**config.mk**
```make
export PLATFORM = sky130hd
export DESIGN_NAME = mcs_core
export DESIGN_NICKNAME = d
export VERILOG_FILES = /design/src/mcs_pkg.sv /design/src/mcs_core.sv
export VERILOG_INCLUDE_DIRS = /design/src /design/src/src
export SDC_FILE = /design/constraint.sdc
export NUM_CORES = 1
export LEC_CHECK = 0
export ABC_CLOCK_PERIOD_IN_PS = 5300
export BUFFER_PORTS_ARGS = -buffer_cell sky130_fd_sc_hd__buf_4
export CAP_MARGIN = 20
export CORE_MARGIN = 1.5
export CORE_UTILIZATION = 60
export CTS_BUF_LIST = sky130_fd_sc_hd__clkbuf_8
export CTS_CLUSTER_DIAMETER = 120
export CTS_CLUSTER_SIZE = 16
export DETAILED_ROUTE_END_ITERATION = 8
export HOLD_SLACK_MARGIN = 0.12
export PLACE_DENSITY = 0.84
export SLEW_MARGIN = 40
export SYNTH_ARGS = -nofsm -noshare
export SYNTH_HDL_FRONTEND = slang
export SYNTH_SLANG_ARGS = --single-unit
```
**constraint.sdc**
```tcl
create_clock -name i_sys_clk -period 5.3 [get_ports i_sys_clk]
set_input_delay 0.53 -clock i_sys_clk [delete_from_list [all_inputs] [get_ports i_sys_clk]]
set_output_delay 0.53 -clock i_sys_clk [all_outputs]
set_load 0.01 [all_outputs]
```
**src/mcs_consts.svh**
```systemverilog
// Constants for the controller core sequencer, storage and timer
`ifndef MCS_CONSTS_SVH
`define MCS_CONSTS_SVH
`define MCS_LOW_W 8
`define MCS_PAGE_W 2
`define MCS_ADDR_W 6
`define MCS_COL_W 4
`define MCS_DATA_W 4
`define MCS_FLAG_COL 4'hf
`define MCS_WREG_COUNT 3'h6
`define MCS_INT_VEC_LOW 8'h10
`define MCS_TMR_W 6
`define MCS_LFSR_SEED 6'h3f
// State just before the seed returns, so every tick is a full 63-state sequence
`define MCS_LFSR_END 6'h1f
`define MCS_LVL_W 2
`endif

```
**src/mcs_pkg.sv**
```systemverilog
// Types for the controller core sequencer, storage and timer
package mcs_pkg;
  typedef enum logic [4:0] {
    OP_NOP, OP_STEP, OP_JUMP, OP_CALL, OP_INT, OP_RET,
    OP_ADD, OP_ADC, OP_AND, OP_OR, OP_XOR, OP_LDA, OP_STA, OP_LDP,
    OP_FSET, OP_FCLR, OP_FTST, OP_WRA, OP_XWA, OP_XWD, OP_TSET, OP_TTST
  } mcs_op_t;
  typedef struct packed {
    mcs_op_t op;
    logic [10:0] imm;
    logic [1:0] bsel;
    logic [2:0] wsel;
  } mcs_cmd_t;
endpackage : mcs_pkg

```
**src/mcs_core.sv**
```systemverilog
// Program counter, return stack, data RAM, accumulator and interval timer
// Operation
// - Program counter is field register above an 8-bit up-counter; small variant 2-bit field.
// - Field register picks ROM field; counter top 2 bits page, low 6 bits address.
// - Sequential steps increment only the low eight bits, field untouched.
// - LIFO return stack: three 11-bit entries large, one 10-bit entry small.
// - Call or accepted interrupt pushes the current program counter.
// - Program memory is 8-bit words in fields of four 64-word pages.
// - Data RAM addressed by row pointer and 4-bit column pointer.
// - Rows: six with 3 bits, four with 2 bits, two with 1 bit.
// - ALU result goes to the 4-bit accumulator and updates carry.
// - Carry flip-flop set by carry out of a 4-bit addition.
// - Large variant: RAM flag word, bits set, cleared, tested, pointer kept.
// - Large variant: six RAM working registers exchange with column pointer and accumulator.
// - Large variant timer: 6-bit polynomial prescaler plus 6-bit binary counter.
// - Timer-set loads six immediate bits; counting starts after that cycle.
// - Six-bit load value selects one of 64 intervals.
// - Small variants: pseudo-interrupt only and one-entry stack.
`timescale 1ns/1ps
`default_nettype none
`include "mcs_consts.svh"
module mcs_core
  import mcs_pkg::*;
#(
  parameter int FIELD_W = 3,
  parameter int ROW_W = 3,
  parameter int ROWS = 6,
  parameter int STACK_DEPTH = 3
) (
  // Clock and reset
  input wire logic i_sys_clk,
  input wire logic i_reset_n,
  // Operation stream from the instruction sequencer
  input wire mcs_cmd_t i_cmd,
  // Program and data state
  output logic [FIELD_W+7:0] o_pc,
  output logic [`MCS_DATA_W-1:0] o_acc,
  output logic o_carry,
  output logic [ROW_W-1:0] o_row_pointer,
  output logic [`MCS_COL_W-1:0] o_column_pointer,
  output logic [`MCS_DATA_W-1:0] o_ram_rdata,
  output logic [`MCS_LVL_W-1:0] o_stack_level,
  // Test results
  output logic o_skip,
  output logic o_timer_expired
);
  localparam int PC_W = FIELD_W + `MCS_LOW_W;
  localparam int AW = ROW_W + `MCS_COL_W;
  localparam bit LARGE = (FIELD_W == 3);
  localparam logic [ROW_W-1:0] ROW_LAST = ROW_W'(ROWS - 1);
  localparam logic [`MCS_LVL_W-1:0] LVL_MAX = `MCS_LVL_W'(STACK_DEPTH);

  logic [PC_W-1:0] pc_r, pc_nxt;
  logic [PC_W-1:0] stk_r [STACK_DEPTH];
  logic [`MCS_LVL_W-1:0] lvl_r;
  logic [`MCS_DATA_W-1:0] acc_r, acc_nxt;
  logic carry_r, carry_nxt;
  logic [ROW_W-1:0] row_r, row_nxt;
  logic [`MCS_COL_W-1:0] col_r, col_nxt;
  logic [`MCS_DATA_W-1:0] mem [ROWS*16];
  logic [`MCS_DATA_W-1:0] rdata_r;
  logic skip_r, skip_nxt;
  logic [`MCS_TMR_W-1:0] lfsr_r, tcnt_r;
  logic trun_r, texp_r;

  // Field, page and page address views of the counter
  wire [FIELD_W-1:0] rom_field = pc_r[PC_W-1:`MCS_LOW_W];
  wire [`MCS_PAGE_W-1:0] rom_page = pc_r[7:6];
  wire [`MCS_ADDR_W-1:0] rom_addr = pc_r[5:0];
  wire [PC_W-1:0] pc_step = {rom_field, {rom_page, rom_addr} + 8'h01};
  wire [PC_W-1:0] int_vec = {{FIELD_W{1'b0}}, `MCS_INT_VEC_LOW};

  // Pseudo-interrupt parts poll in software, so no vectoring there
  wire int_ok = LARGE && (i_cmd.op == OP_INT);
  wire do_push = (i_cmd.op == OP_CALL) || int_ok;
  wire do_pop = (i_cmd.op == OP_RET) && (lvl_r != '0);

  // RAM addressing; rows beyond the fitted count read zero
  wire [AW-1:0] dp_idx = {row_r, col_r};
  // One bit wider, as a row count of 2**ROW_W would wrap to zero
  wire dp_ok = ({1'b0, row_r} < (ROW_W+1)'(ROWS));
  wire [AW-1:0] flag_idx = {ROW_LAST, `MCS_FLAG_COL};
  wire [AW-1:0] wreg_idx = {ROW_LAST, 1'b0, i_cmd.wsel};
  wire wreg_ok = LARGE && (i_cmd.wsel < `MCS_WREG_COUNT);
  wire [`MCS_DATA_W-1:0] ram_rd = dp_ok ? mem[dp_idx] : '0;
  wire [`MCS_DATA_W-1:0] flag_rd = LARGE ? mem[flag_idx] : '0;
  wire [`MCS_DATA_W-1:0] wreg_rd = wreg_ok ? mem[wreg_idx] : '0;
  wire [`MCS_DATA_W-1:0] bit_mask = `MCS_DATA_W'(1) << i_cmd.bsel;

  // One RAM write per cycle; flag and working words stand in the last row
  wire op_flag = LARGE && (i_cmd.op == OP_FSET || i_cmd.op == OP_FCLR);
  wire op_wreg = wreg_ok && (i_cmd.op == OP_WRA || i_cmd.op == OP_XWA
                 || i_cmd.op == OP_XWD);
  wire op_sta = (i_cmd.op == OP_STA) && dp_ok;
  wire wr_en = op_flag || op_wreg || op_sta;
  wire [AW-1:0] wr_idx = op_flag ? flag_idx : (op_wreg ? wreg_idx : dp_idx);
  wire [`MCS_DATA_W-1:0] flag_wr = (i_cmd.op == OP_FSET) ?
    (flag_rd | bit_mask) : (flag_rd & ~bit_mask);
  wire [`MCS_DATA_W-1:0] wr_data = op_flag ? flag_wr :
    ((i_cmd.op == OP_XWD) ? col_r : acc_r);

  // Adder with carry out of the 4-bit result
  wire cin = (i_cmd.op == OP_ADC) && carry_r;
  wire [`MCS_DATA_W:0] sum = {1'b0, acc_r} + {1'b0, ram_rd}
    + {`MCS_DATA_W'(0), cin};

  // Timer tick once per full prescaler sequence of 63 states
  wire t_tick = trun_r && (lfsr_r == `MCS_LFSR_END);
  wire t_set = LARGE && (i_cmd.op == OP_TSET);
  wire t_done = t_tick && (tcnt_r == '0);
  wire t_clr = (i_cmd.op == OP_TTST);
  wire lfsr_fb = lfsr_r[5] ^ lfsr_r[4];

  always_comb
  begin
    pc_nxt = pc_r;
    case (i_cmd.op)
      OP_STEP: pc_nxt = pc_step;
      OP_JUMP, OP_CALL: pc_nxt = i_cmd.imm[PC_W-1:0];
      OP_INT: pc_nxt = int_ok ? int_vec : pc_r;
      OP_RET: pc_nxt = do_pop ? stk_r[0] : pc_r;
      default: pc_nxt = pc_r;
    endcase
  end

  always_comb
  begin
    acc_nxt = acc_r;
    carry_nxt = carry_r;
    row_nxt = row_r;
    col_nxt = col_r;
    skip_nxt = 1'b0;
    case (i_cmd.op)
      OP_ADD, OP_ADC:
      begin
        acc_nxt = sum[`MCS_DATA_W-1:0];
        carry_nxt = sum[`MCS_DATA_W];
      end
      OP_AND:
      begin
        acc_nxt = acc_r & ram_rd;
        carry_nxt = 1'b0;
      end
      OP_OR:
      begin
        acc_nxt = acc_r | ram_rd;
        carry_nxt = 1'b0;
      end
      OP_XOR:
      begin
        acc_nxt = acc_r ^ ram_rd;
        carry_nxt = 1'b0;
      end
      OP_LDA: acc_nxt = ram_rd;
      OP_LDP:
      begin
        row_nxt = i_cmd.imm[ROW_W+3:4];
        col_nxt = i_cmd.imm[3:0];
      end
      OP_FTST: skip_nxt = ((flag_rd & bit_mask) != '0) == i_cmd.imm[0];
      OP_XWA: acc_nxt = wreg_ok ? wreg_rd : acc_r;
      OP_XWD: col_nxt = wreg_ok ? wreg_rd : col_r;
      OP_TTST: skip_nxt = texp_r;
      default: skip_nxt = 1'b0;
    endcase
  end

  always_ff @(posedge i_sys_clk or negedge i_reset_n)
  begin
    if (!i_reset_n)
    begin
      pc_r <= '0;
      acc_r <= '0;
      carry_r <= 1'b0;
      row_r <= '0;
      col_r <= '0;
      skip_r <= 1'b0;
      rdata_r <= '0;
    end
    else
    begin
      pc_r <= pc_nxt;
      acc_r <= acc_nxt;
      carry_r <= carry_nxt;
      row_r <= row_nxt;
      col_r <= col_nxt;
      skip_r <= skip_nxt;
      rdata_r <= ram_rd;
    end
  end

  // Data RAM has no reset, like the array it stands for
  always_ff @(posedge i_sys_clk)
  begin
    if (wr_en)
      mem[wr_idx] <= wr_data;
  end

  // Push shifts down; a push into a full stack drops the oldest entry
  always_ff @(posedge i_sys_clk or negedge i_reset_n)
  begin
    if (!i_reset_n)
    begin
      lvl_r <= '0;
      for (int i = 0; i < STACK_DEPTH; i++)
        stk_r[i] <= '0;
    end
    else if (do_push)
    begin
      stk_r[0] <= pc_r;
      for (int i = 1; i < STACK_DEPTH; i++)
        stk_r[i] <= stk_r[i-1];
      lvl_r <= (lvl_r == LVL_MAX) ? lvl_r : lvl_r + 1'b1;
    end
    else if (do_pop)
    begin
      for (int i = 0; i < STACK_DEPTH - 1; i++)
        stk_r[i] <= stk_r[i+1];
      stk_r[STACK_DEPTH-1] <= '0;
      lvl_r <= lvl_r - 1'b1;
    end
  end

  // Interval of value N is (N+1) prescaler sequences; expiry set beats clear
  always_ff @(posedge i_sys_clk or negedge i_reset_n)
  begin
    if (!i_reset_n)
    begin
      lfsr_r <= `MCS_LFSR_SEED;
      tcnt_r <= '0;
      trun_r <= 1'b0;
      texp_r <= 1'b0;
    end
    else if (t_set)
    begin
      lfsr_r <= `MCS_LFSR_SEED;
      tcnt_r <= i_cmd.imm[`MCS_TMR_W-1:0];
      trun_r <= 1'b1;
      texp_r <= t_clr ? 1'b0 : texp_r;
    end
    else
    begin
      lfsr_r <= trun_r ? {lfsr_r[4:0], lfsr_fb} : lfsr_r;
      tcnt_r <= t_tick ? tcnt_r - 1'b1 : tcnt_r;
      trun_r <= trun_r && !t_done;
      texp_r <= t_done || (texp_r && !t_clr);
    end
  end

  assign o_pc = pc_r;
  assign o_acc = acc_r;
  assign o_carry = carry_r;
  assign o_row_pointer = row_r;
  assign o_column_pointer = col_r;
  assign o_ram_rdata = rdata_r;
  assign o_stack_level = lvl_r;
  assign o_skip = skip_r;
  assign o_timer_expired = texp_r;
endmodule : mcs_core
`default_nettype wire

```
# Yosys cells after proc, flatten, opt, wreduce, memory -nomap -nowiden
# Memories as Yosys holds them, arrays and structs flattened.
# Index checks and enable logic that the tools add are counted.
[word_totals]
output_inout_bits = 31
ff_bits = 77
mem_bits_rw = 384
wordCells = 127
mem_count = 1
[mem_list]
columns = ["name", "depth", "word_bits", "rd", "rd_ports_with_merged_regs", "write_ports", "line", "text"]
rows = [
  ["mem", 96, 4, 3, 0, 1, "mcs_core.sv:60", "logic [`MCS_DATA_W-1:0] mem [ROWS*16];"],
]
[classes]
reduce_logical = 36
shifts = 1
order_cmp = 2
n_mux = 27
bitwise_logic = 9
addsub = 6
eq_ne = 29
[op_table]
columns = ["op", "count"]
rows = [
  ["$mux W33", 2],
  ["$pmux W11 S4", 1],
  ["$eq A5 B4 Y1 const B", 8],
  ["$eq A5 B5 Y1 const B", 6],
  ["$mux W6", 4],
  ["$pmux W4 S6", 1],
  ["$eq A5 B3 Y1 const B", 4],
  ["$mux W4", 5],
  ["$mux W7", 2],
  ["$and A4 B4 Y4", 3],
  ["$reduce_bool A2 Y1", 6],
  ["$mux W11", 1],
  ["$eq A5 B2 Y1 const B", 2],
  ["$add A8 B1 Y8 const B", 1],
  ["$logic_and A1 B1 Y1", 8],
  ["$ne A2 B2 Y1 const B", 4],
  ["$or A4 B4 Y4", 2],
  ["$pmux W4 S2", 1],
  ["$reduce_and A2 Y1", 4],
  ["$reduce_bool A4 Y1", 2],
  ["$logic_or A1 B1 Y1", 7],
  ["$eq A6 B5 Y1 const B", 1],
  ["$logic_not A6 Y1", 1],
  ["$lt A3 B3 Y1 const B", 2],
  ["23 further kinds", 32],
]

# Logic depth before layout (Yosys ltp)
# Gate-level depths: netlist (run 1).
[logic_depth]
depth_word = 8
mapped_depth = 17
mapped_depth_nobuf = 13

# Worst setup path after synthesis (run 1)
# No wires, ideal clock.
[synth_path]
path_type = "input to register"
startpoint = "input i_cmd[19] (netlist bit)"
endpoint = "memory mem[0][1] (netlist bit) (data pin)"
slack_ns = 0.124
t_arrival_ns = 4.456
required_time_ns = 4.580
setup_time_ns = 0.720
n_path_buf = 2
stages = 6
cell_sequence = "clkbuf_1 or3b_1 nor2_1 clkbuf_1 mux2i_1 a21oi_1"
[synth_between]
elab_chain_len = 3
word_cells_on_any_way = 7
classes_between = "3 x eq/ne; 3 x mux; 1 x reduce/logical"
[synth_lines]
columns = ["element", "line", "text"]
rows = [
  ["start: declaration", "mcs_core.sv:34", "input wire mcs_cmd_t i_cmd,"],
  ["$eq A5 B5 Y1, or another cell as far along", "mcs_core.sv:100", "((i_cmd.op == OP_XWD) ? col_r : acc_r);"],
  ["$mux W4, or another cell as far along", "mcs_core.sv:100", ""],
  ["$mux W4 *", "mcs_core.sv:99", "wire [`MCS_DATA_W-1:0] wr_data = op_flag ? flag_wr :"],
  ["named net wr_data[1]", "mcs_core.sv:99", ""],
  ["end: declaration", "mcs_core.sv:60", ""],
]
# The timed path passes the listed nets; every way through them passes the cells marked *.

# Worst setup path after layout (run 1)
[layout_path]
startpoint = "register col_r[1], in the netlist o_column_pointer[1]"
endpoint = "register acc_r[3], in the netlist o_acc[3]"
[layout_between]
elab_chain_len = 5
word_cells_on_any_way = 8
classes_between = "2 x add/sub; 2 x mux; 3 x bitwise; 1 x memory"
[layout_lines]
columns = ["element", "line", "text"]
rows = [
  ["start: declaration", "mcs_core.sv:59", "logic [`MCS_COL_W-1:0] col_r, col_nxt;"],
  ["start signal: assignment", "mcs_core.sv:186", "col_r <= col_nxt;"],
  ["$mem_v2 Z96 W4 *", "n/a", ""],
  ["$mux W4 *", "mcs_core.sv:85", "wire [`MCS_DATA_W-1:0] ram_rd = dp_ok ? mem[dp_idx] : '0;"],
  ["named net ram_rd[3]", "mcs_core.sv:85", ""],
  ["$add A4 B4 Y5", "mcs_core.sv:104", "wire [`MCS_DATA_W:0] sum = {1'b0, acc_r} + {1'b0, ram_rd}"],
  ["$add A5 B1 Y5", "mcs_core.sv:104", ""],
  ["$pmux W4 S6 *", "mcs_core.sv:133", "case (i_cmd.op)"],
  ["end signal: assignment", "mcs_core.sv:183", "acc_r <= acc_nxt;"],
  ["end: declaration", "mcs_core.sv:56", "logic [`MCS_DATA_W-1:0] acc_r, acc_nxt;"],
]
# Marks and branches as above.
# A chain may end at the register's enable or synchronous reset.

==> summary.md, run 1 <==
The count of final max-slew check failures was 0. The tightest hold path in the finished design has a slack of 0.198 ns. Final routed DRC violation total: 0.

The clock tree synthesis step divided the H-tree into 2 levels. For the final database, setup skew stands at 0.0245 ns. The buffer depth of the longest clock path was 3.

The net count of the finished layout is 1,354. The cell count after synthesis came out at 1,265. The layout has 2,244 filler cells.

For the placed instance count, the log shows 1,723. Of all cell types, the one taking the most synthesized area is sky130_fd_sc_hd__edfxtp_1. The count of cells in the finished layout, fillers not included, comes to 1,773. Clock tree synthesis inserted a total of 34 buffers. The number of iterations in the first detailed-routing pass was 6.

The type of the worst setup path is reg -> reg. For the finished layout, the period the worst path requires is 4.15 ns. Detailed placement ended at an HPWL of 30.2 mm. Entering global routing, the biggest net connects 97 pins.

The share of the synthesized area in the top cell type is 58.2%. The logs give 0 for the initial antenna violation count and 0 for the total congestion overflow. Post-synthesis net count: 1,301.

Dividing the final minimum period by the clock period gives 78.3%. The cell at the root of the clock tree was sky130_fd_sc_hd__clkbuf_8. The path type of the worst min-delay path is in -> reg.

The commonest register cell after synthesis was sky130_fd_sc_hd__edfxtp_1. Averaged over all synthesized cells, the footprint is 15.7 µm². The congestion estimate from routability-driven global placement came to 0.920.

0 antenna diodes ended up in the layout. For this run, the total global-route usage over all layers was measured as 28.1%. The tool flagged a number of max-cap violations equal to 0. The power density normalized to cell area works out to 404 nW/µm².

The floorplan core area is 32,500 µm², and the number of core rows is 66. The count of synthesis-stage warnings from yosys came out at 0. For this block, the routed nets add up to 46.3 mm of wire.

During placement, the flow inserted port buffers numbering 53. In this run, distinct cell masters in the synthesized netlist total 65. Setup violations remaining at the end of the flow were counted as 0.

In this design, the critical path's most frequently occurring cell is sky130_fd_sc_hd__a21oi_1. The critical-path cell with the highest stage delay was sky130_fd_sc_hd__dfrtp_4. The data required time at the worst endpoint was 5.78 ns; the post-route antenna net violation count was 0.

For the fraction of the yosys area taken by sequential cells, the log shows 67.9%. The worst setup path is captured at a flip-flop. At the worst endpoint, the arrival time is 4.63 ns.

On the worst path, the slowest cell contributes a delay of 0.93 ns. The width of the die was 185 µm. Number of failing hold endpoints at the final stage: 0.

In this run the cell area of the synthesized design comes to 19,800 µm². The detailed router finished its first iteration with 1,468 violations. Measured against its own limit, the worst slew margin works out to 40.4%.

The average wire per standard cell works out to 26.1 µm. TritonCTS built the clock tree. The startpoint kind of the worst setup timing path is a flip-flop.

Relative to the synthesized area, the layout overhead comes to 7.57%. Slew at the pin with the worst max-slew slack: 0.892 ns. Setup repair after global routing left no endpoint under its margin. Detailed routing inserted a total of 11,772 vias. The first global-routing pass estimated 70.7 mm of wire. Among cell families on the critical path, the largest total delay comes from multiplexers.

The fraction of registers with async set/reset came out at 16.7%. The most common cell in the synthesized netlist is sky130_fd_sc_hd__edfxtp_1. During I/O placement, the number of pins put on the boundary was 54. The later pin in the worst-skew pair is clocked with a latency of 0.59 ns.

The flow ran to the end, and the final reports show no timing, DRC or antenna violations. The number of buffers and inverters on the critical path is 2. The ratio of routed vias to standard cells works out to 6.64.

For the static leakage power, the log shows 7.07 nW. The flip-flop and latch count after synthesis came out at 461. By count the netlist is led by sky130_fd_sc_hd__edfxtp_1 (384), sky130_fd_sc_hd__nor2_1 (151), sky130_fd_sc_hd__mux4_2 (97), sky130_fd_sc_hd__nand2_1 (79), sky130_fd_sc_hd__dfrtp_1 (71). The floorplan step defined a die boundary enclosing 34,100 µm². Worst-case vdd ir drop: 0.387 mV. By area the synthesized netlist is led by sky130_fd_sc_hd__edfxtp_1 (58%), sky130_fd_sc_hd__mux4_2 (11%), sky130_fd_sc_hd__dfrtp_1 (9.0%), sky130_fd_sc_hd__mux2i_1 (3.5%), sky130_fd_sc_hd__nor2_1 (2.9%). The run gives 11,853 as the via count of the first global-routing pass. The synthesized design contains 384 enable-type register cells. The floorplan step set the die height to 185 µm.

Post-CTS repair changed the size of 0 cells. Along the worst path, the maximum fanout reaches 40. For the CTS sink count, the log shows 461.

The signal on the critical path passes through buf_4 -> mux4_2 -> mux4_2 -> nor2_1 -> a2111oi_1 -> nor3_1 -> inv_1 -> ha_1 -> nand2b_1 -> a21oi_1 -> a21oi_1 -> o221ai_1 -> a21oi_1 -> a21oi_1. Timing would allow up to 241 MHz. Of the cells placed in the final design, the portion with a size suffix greater than 1 is 19.5%.

After clock tree synthesis, the clock-pin slew on the worst setup and hold paths is 0.11 ns. For the post-route setup TNS, the log shows 0 ns. Once the floorplan was initialized, standard cells occupied 60.9% of the core.
==> routing by layer <==
layer / GRT usage (%) / routed length (µm) / up-vias
li1: - / - / 5004
met1: 38.0 / 17300 / 5852
met2: 44.7 / 22100 / 780
met3: 6.59 / 5130 / 136
met4: 11.0 / 1780 / 0
met5: 0 / 0 / -
==> final cells by class <==
cell class                      count  area (µm²)  share of cell area (%)
Tap cell                          442         553                    2.59
Multi-Input combinational cell    713        5980                    28.0
Timing Repair Buffer               87         706                    3.31
Sequential cell                   461       13500                    63.2
Clock buffer                       34         468                    2.19
Clock inverter                     15        70.1                   0.329
Inverter                           21        78.8                   0.370
==> placed cells by master, fill, tap and decap left out, types with 7 or more instances in the layout <==
cell,n
sky130_fd_sc_hd__o221ai_1,7
sky130_fd_sc_hd__nand2_1,79
sky130_fd_sc_hd__nand2b_1,11
sky130_fd_sc_hd__a21oi_1,30
sky130_fd_sc_hd__nand4_1,8
sky130_fd_sc_hd__mux2_2,10
sky130_fd_sc_hd__dfrtp_1,68
sky130_fd_sc_hd__nor2_1,149
sky130_fd_sc_hd__a221oi_1,10
sky130_fd_sc_hd__nor3_1,14
sky130_fd_sc_hd__nand3_1,18
sky130_fd_sc_hd__mux2i_1,69
sky130_fd_sc_hd__o21ai_0,64
sky130_fd_sc_hd__ha_1,11
sky130_fd_sc_hd__buf_4,78
sky130_fd_sc_hd__a22o_1,12
sky130_fd_sc_hd__inv_1,30
sky130_fd_sc_hd__edfxtp_1,384
sky130_fd_sc_hd__clkbuf_8,34
sky130_fd_sc_hd__nor2b_1,12
sky130_fd_sc_hd__mux4_2,97
sky130_fd_sc_hd__a22oi_1,14
==> sequential cells by signal (all words and copies together), names as in the netlist <==
register          count
lfsr_r                6
mem                 384
o_acc                 4
o_carry               1
o_column_pointer      4
o_pc                 11
o_ram_rdata           4
o_row_pointer         3
o_skip                1
o_stack_level         2
o_timer_expired       1
stk_r                33
tcnt_r                6
trun_r                1
==> worst paths after layout <==
path	startpoint	endpoint	slack, ns	cells after the start
setup / recovery	o_column_pointer[1]	o_acc[3]	1.15	14
hold / removal	i_cmd[11]	o_row_pointer[2]	0.20	2
max in group asynchronous	i_reset_n	o_column_pointer[1]	4.22	2
min in group asynchronous	i_reset_n	trun_r	0.53	2
setup reg to reg	o_column_pointer[1]	o_acc[3]	1.15	14
hold reg to reg	lfsr_r[1]	lfsr_r[1]	0.51	2
==> worst register-to-register path, delay by kind of cell, from the launching register on <==
kind | cells | cell delay, ns
AOI/OAI and AO/OA | 6 | 0.66
adders and majority gates | 1 | 0.22
buffers and inverters | 2 | 0.62
DFF | 1 | 0.93
muxes | 2 | 1.05
and+or+nand+nor | 3 | 0.56
==> through the flow <==
step | utilization (%) | instance area, µm² | power [mW] | setup slack, ns
after global placement | 63.6 | 20700 | 6.87 | 1.25
after detailed placement | 63.8 | 20800 | 6.98 | 1.22
final | 65.6 | 21300 | 8.62 | 1.15
after floorplan | - | 19800 | 6.13 | 0.124
after CTS | 65.5 | 21300 | 8.61 | 1.17
after global routing | 65.6 | 21300 | 8.94 | 0.909
==> cell families (layout without fill, tap and decap cells) <==
| family | Yosys count | after routing | synth area share [%] |
|---|---|---|---|
| flip-flops | 461 | 461 | 67.9 |
| AND/OR/NAND/NOR | 329 | 329 | 7.46 |
| AO/OA/AOI/OAI | 187 | 187 | 6.01 |
| multiplexers | 176 | 176 | 15.1 |
| buffers and inverters | 91 | 157 | 2.30 |
| adder cells (fa/ha/maj) | 13 | 13 | 0.896 |
| XOR/XNOR | 8 | 8 | 0.353 |
==> report_power, final <==
part	internal (mW)	switching [mW]
clock	0.601	1.09
combinational	0.834	1.40
sequential	4.48	0.224
==> timing repair <==
action / CTS / global route
hold buffers: 1 / 0
buffers inserted: 0 / 0
hold endpoints to repair: 71 / 0
(Power assumes the default switching activity.)
==> run 2, diff against run 1 <==
--- a/config.mk
+++ b/config.mk
@@ -6,7 +6,8 @@
 export SDC_FILE = /design/constraint.sdc
 export NUM_CORES = 1
 export LEC_CHECK = 0
-export ABC_CLOCK_PERIOD_IN_PS = 5300
+export ABC_AREA = 1
+export ABC_CLOCK_PERIOD_IN_PS = 3900
 export BUFFER_PORTS_ARGS = -buffer_cell sky130_fd_sc_hd__buf_4
 export CAP_MARGIN = 20
 export CORE_MARGIN = 1.5
==> constraint.sdc (replaced) <==
create_clock -name i_sys_clk -period 3.9 [get_ports i_sys_clk]
set_input_delay 0.39 -clock i_sys_clk [delete_from_list [all_inputs] [get_ports i_sys_clk]]
set_output_delay 0.39 -clock i_sys_clk [all_outputs]
set_load 0.01 [all_outputs]
==> run 2 against run 1 <==
Against the previous run: synthesized cell count rose by 59%; global-route usage is 0.53 points higher; sequential power is 40% higher; core utilization rose by 0.75 points.
==> summary.md, run 2 <==
The run finished with clean final reports. For the number of failing hold endpoints at the final stage, the log shows 0 (unchanged). The count of final max-slew check failures came out at 0 (unchanged).

The run gives 0 ns (unchanged) as the post-route setup TNS. The largest area contributor in the netlist was sky130_fd_sc_hd__edfxtp_1. The maximum fanout encountered on the critical timing path is 81 (+100%), and the number of violations reported at the end of detailed-routing iteration 0 is 2,010 (+37%). The path class of the tightest hold or removal check is in -> reg. The achievable frequency is 271 MHz (+12%).

The width of the die was 188 µm (+1.8%); the mux cell area share after synthesis was 0.0974% (-15 points). The count of max-cap constraint violations was 0 (unchanged); the final setup slack of the worst path was 0.206 ns (-0.942 ns). Buffer depth of the longest clock path: 3 (unchanged). The area fraction in compound gates after synthesis was 7.10% (+1.1 points). The register containing the most flip-flops in the final layout is mem. The fraction of layout instances using a drive strength above 1 was 8.82% (-11 points). The starting utilization of the core area came out at 61.2% (+0.22 points). The share of the synthesized netlist area taken by xor and xnor gates came out at 0.256% (-0.098 points). The number of core rows is 67 (+1.5%). The final routed DRC violation total is 0 (unchanged). The run gives 0 (unchanged) as the final-report setup violation count.

The critical path is of the reg -> reg type. Relative to the synthesized area, the layout overhead comes to 8.41%. The number of flip-flops in the largest register is 384 (unchanged). In this design, the critical path's most frequently occurring cell is sky130_fd_sc_hd__nand2_1. After synthesis, the cell types taking the most area are sky130_fd_sc_hd__edfxtp_1 (56%), sky130_fd_sc_hd__nand2_1 (9.5%), sky130_fd_sc_hd__dfrtp_1 (8.6%), sky130_fd_sc_hd__nand3_1 (6.8%), sky130_fd_sc_hd__nor2_1 (4.1%). The final net count was 2,081 (+54%); the via count of the first global-routing pass was 14,774 (+25%). STA classifies the critical path startpoint as a flip-flop.

For the placer's final routability congestion estimate, the log shows 0.904 (-1.8%). The logs give 54 (unchanged) for the total I/O pin count and 31.6 mm (+4.5%) for the half-perimeter wire length after placement. The logs give 0 (unchanged) for the total congestion overflow and 2 (unchanged) for the maximum level of the CTS H-tree. The clock transition at the register clock pins on the worst setup and hold paths after CTS was 0.12 ns (about the same); the number of buffers created by CTS was 34 (unchanged). The slew at the pin with the worst max-slew slack works out to 0.767 ns (-0.125 ns). The most common cell in the synthesized netlist is sky130_fd_sc_hd__nand2_1. TritonCTS built the clock tree. The post-synthesis net count came out at 2,048 (+57%). The number of library cell types mapped by synthesis is 50 (-23%). The power density normalized to cell area was 585 nW/µm² (+45%). Leaving out fill and tap cells, the most frequent cell in the layout is sky130_fd_sc_hd__nand2_1. Setup repair after global routing left no endpoint under its margin.

STA classifies the critical path endpoint as a flip-flop. The fraction of registers with async set/reset works out to 16.7% (unchanged). The die outline area was 35,400 µm² (+3.6%). The largest family of logic cells by synthesized area was simple AND/OR/NAND/NOR gates.

Largest stage delay on the critical path: 0.57 ns (-0.36 ns). The count of synthesis-stage warnings from yosys was 0 (unchanged). The critical-path cell with the highest stage delay is sky130_fd_sc_hd__dfrtp_4. In the synthesized netlist, the cells that appear most often are sky130_fd_sc_hd__nand2_1 (518), sky130_fd_sc_hd__edfxtp_1 (384), sky130_fd_sc_hd__nand3_1 (279), sky130_fd_sc_hd__nor2_1 (226), sky130_fd_sc_hd__inv_1 (105). The critical path goes through buf_16 -> nand2_1 -> nand3_1 -> nand3_1 -> nand2_1 -> nand2_1 -> nand3_1 -> nand3_1 -> nand2_1 -> nand2_1 -> nand2_1 -> inv_1 -> fa_1 -> fa_1 -> or2_2 -> a21oi_1 -> nor2_1 -> nand2_1 -> nand2_1.

The final period utilization works out to 94.7% (+16 points). Leaving out fill and tap cells, the most frequent cells in the layout are sky130_fd_sc_hd__nand2_1 (518), sky130_fd_sc_hd__edfxtp_1 (384), sky130_fd_sc_hd__nand3_1 (279). The data required time at the worst endpoint was 4.40 ns (-1.38 ns); the basic-gate share of the synthesized area counting and, or, nand and nor cells was 21.8% (+14 points). The number of buffers and inverters on the critical path came out at 2 (unchanged).

For the total of fill cells in the finished design, the log shows 2,468 (+10%). Share of the synthesized area in the top cell type: 56.1% (-2.1 points). The static leakage power was 8.34 nW (+18%).

The post-route antenna net violation count is 0 (unchanged), and the post-synthesis share of cell area spent on full adders, half adders and majority gates is 0.864% (-0.032 points). The number of post-CTS setup repair buffers is 0 (unchanged). The commonest register cell after synthesis was sky130_fd_sc_hd__edfxtp_1. On the critical path the largest part of the delay comes from simple AND/OR/NAND/NOR gates.

For the clock insertion delay at the later pin of the skew report, the log shows 0.62 ns (+0.03 ns). The count of input and output buffers was 53 (unchanged). The number of iterations in the first detailed-routing pass was 6 (unchanged); the number of standard cells after synthesis was 2,012 (+59%).

The average wire per standard cell was 20.0 µm (-23%); the tightest slew margin relative to the limit was 48.7% (+8.3 points). The initial antenna violation count is 0 (unchanged). The shortest period the worst path allows was 3.69 ns (-0.458 ns). The y dimension of the die is 188 µm (+1.8%), and the count of vias placed by the detailed router is 15,335 (+30%). Clock tree synthesis selected as its root buffer the cell sky130_fd_sc_hd__clkbuf_8. The total inserted antenna cells was 0 (unchanged); the global-route wire length before repair was 78.8 mm (+11%). The number of flops mapped to enable cells by yosys works out to 384 (unchanged).

The run gives 20,600 µm² (+3.7%) as the cell area after synthesis. The maximum number of pins on one net before global-route repair was 113 (+16%). For the worst clock skew on the final layout, the log shows 0.0649 ns (+0.0404 ns). The tools report the worst setup timing slack at the placement stage as 0.245 ns (-0.974 ns). The worst-case vdd ir drop is 0.495 mV (+28%). The routed wire length is 50.3 mm (+8.7%), and the flip-flop and latch count after synthesis is 461 (unchanged). The ratio of routed vias to standard cells came out at 6.11 (-8.0%). The fraction of the yosys area taken by sequential cells is 65.5% (-2.4 points), and the arrival time at the worst endpoint is 4.19 ns (-0.44 ns). The aggregate global-route resource usage was 28.6% (+0.53 points); the mean area per synthesized cell was 10.2 µm² (-35%). CTS sink count: 461 (unchanged). The floorplan core area came out at 33,600 µm² (+3.3%).
==> run 2: where the power goes <==
group          total (mW)  internal [mW]  switching, mW
sequential           6.56           6.21          0.344
combinational        4.14           1.32           2.82
clock                2.34          0.826           1.51
==> run 2: metrics by stage <==
step	power, mW	utilization (%)	hold slack, ns	instances	cell area [µm²]
after global placement	10.5	64.3	0.463	2448	21600
after floorplan	9.12	-	0.0944	2012	20600
final	13.0	66.3	0.154	2511	22300
after detailed placement	10.7	64.3	0.465	2448	21600
after CTS	13.0	66.2	0.131	2510	22200
after global routing	13.7	66.3	0.143	2511	22300
==> run 2: metal layers <==
metal  track usage [%]  routed length, µm  vias to the layer above
met5                 0                  0                        -
met4              11.5               1820                        0
met3              4.21               5030                      156
met2              46.6              24100                      864
met1              39.0              19300                     7307
li1                  -                  -                     7008
==> run 2: final timing paths <==
kind	start	end	slack, ns	depth (start not counted)
min	i_cmd[6]	tcnt_r[1]	0.15	3
max	o_column_pointer[0]	o_acc[2]	0.21	19
max in group asynchronous	i_reset_n	stk_r[30]	2.72	3
min in group asynchronous	i_reset_n	o_column_pointer[1]	0.36	2
max reg2reg	o_column_pointer[0]	o_acc[2]	0.21	19
min reg2reg	lfsr_r[4]	lfsr_r[4]	0.50	2
==> run 2: layout make-up <==
cell class              instances  area (µm²)  share of cell area [%]
clock buffers                  34         468                    2.10
flip-flops and latches        461       13500                    60.5
inverters                     115         444                    1.99
repair buffers                104         996                    4.47
multi-input cells            1329        6260                    28.1
well taps                     448         561                    2.52
clock inverters                20        88.8                   0.399
==> run 2: what timing repair did <==
action | 4_1_cts | 5_1_grt
hold endpoints to repair | 52 | 0
hold buffers | 8 | 0
endpoints found under the setup margin | 0 | 2
resized for setup | 0 | 5
==> run 2: worst min-delay path, cell delays in order <==
cell                       delay, ns
sky130_fd_sc_hd__buf_4          0.13
sky130_fd_sc_hd__inv_1          0.05
sky130_fd_sc_hd__o221ai_1       0.12
==> run 2: cells by family (layout without fill, tap and decap cells) <==
| logic type | after synthesis | after routing |
|---|---|---|
| AND/OR/NAND/NOR | 1060 | 1060 |
| flip-flops | 461 | 461 |
| AO/OA/AOI/OAI | 248 | 248 |
| buffers and inverters | 222 | 273 |
| adder cells (fa/ha/maj) | 13 | 13 |
| XOR/XNOR | 6 | 6 |
| multiplexers | 2 | 2 |
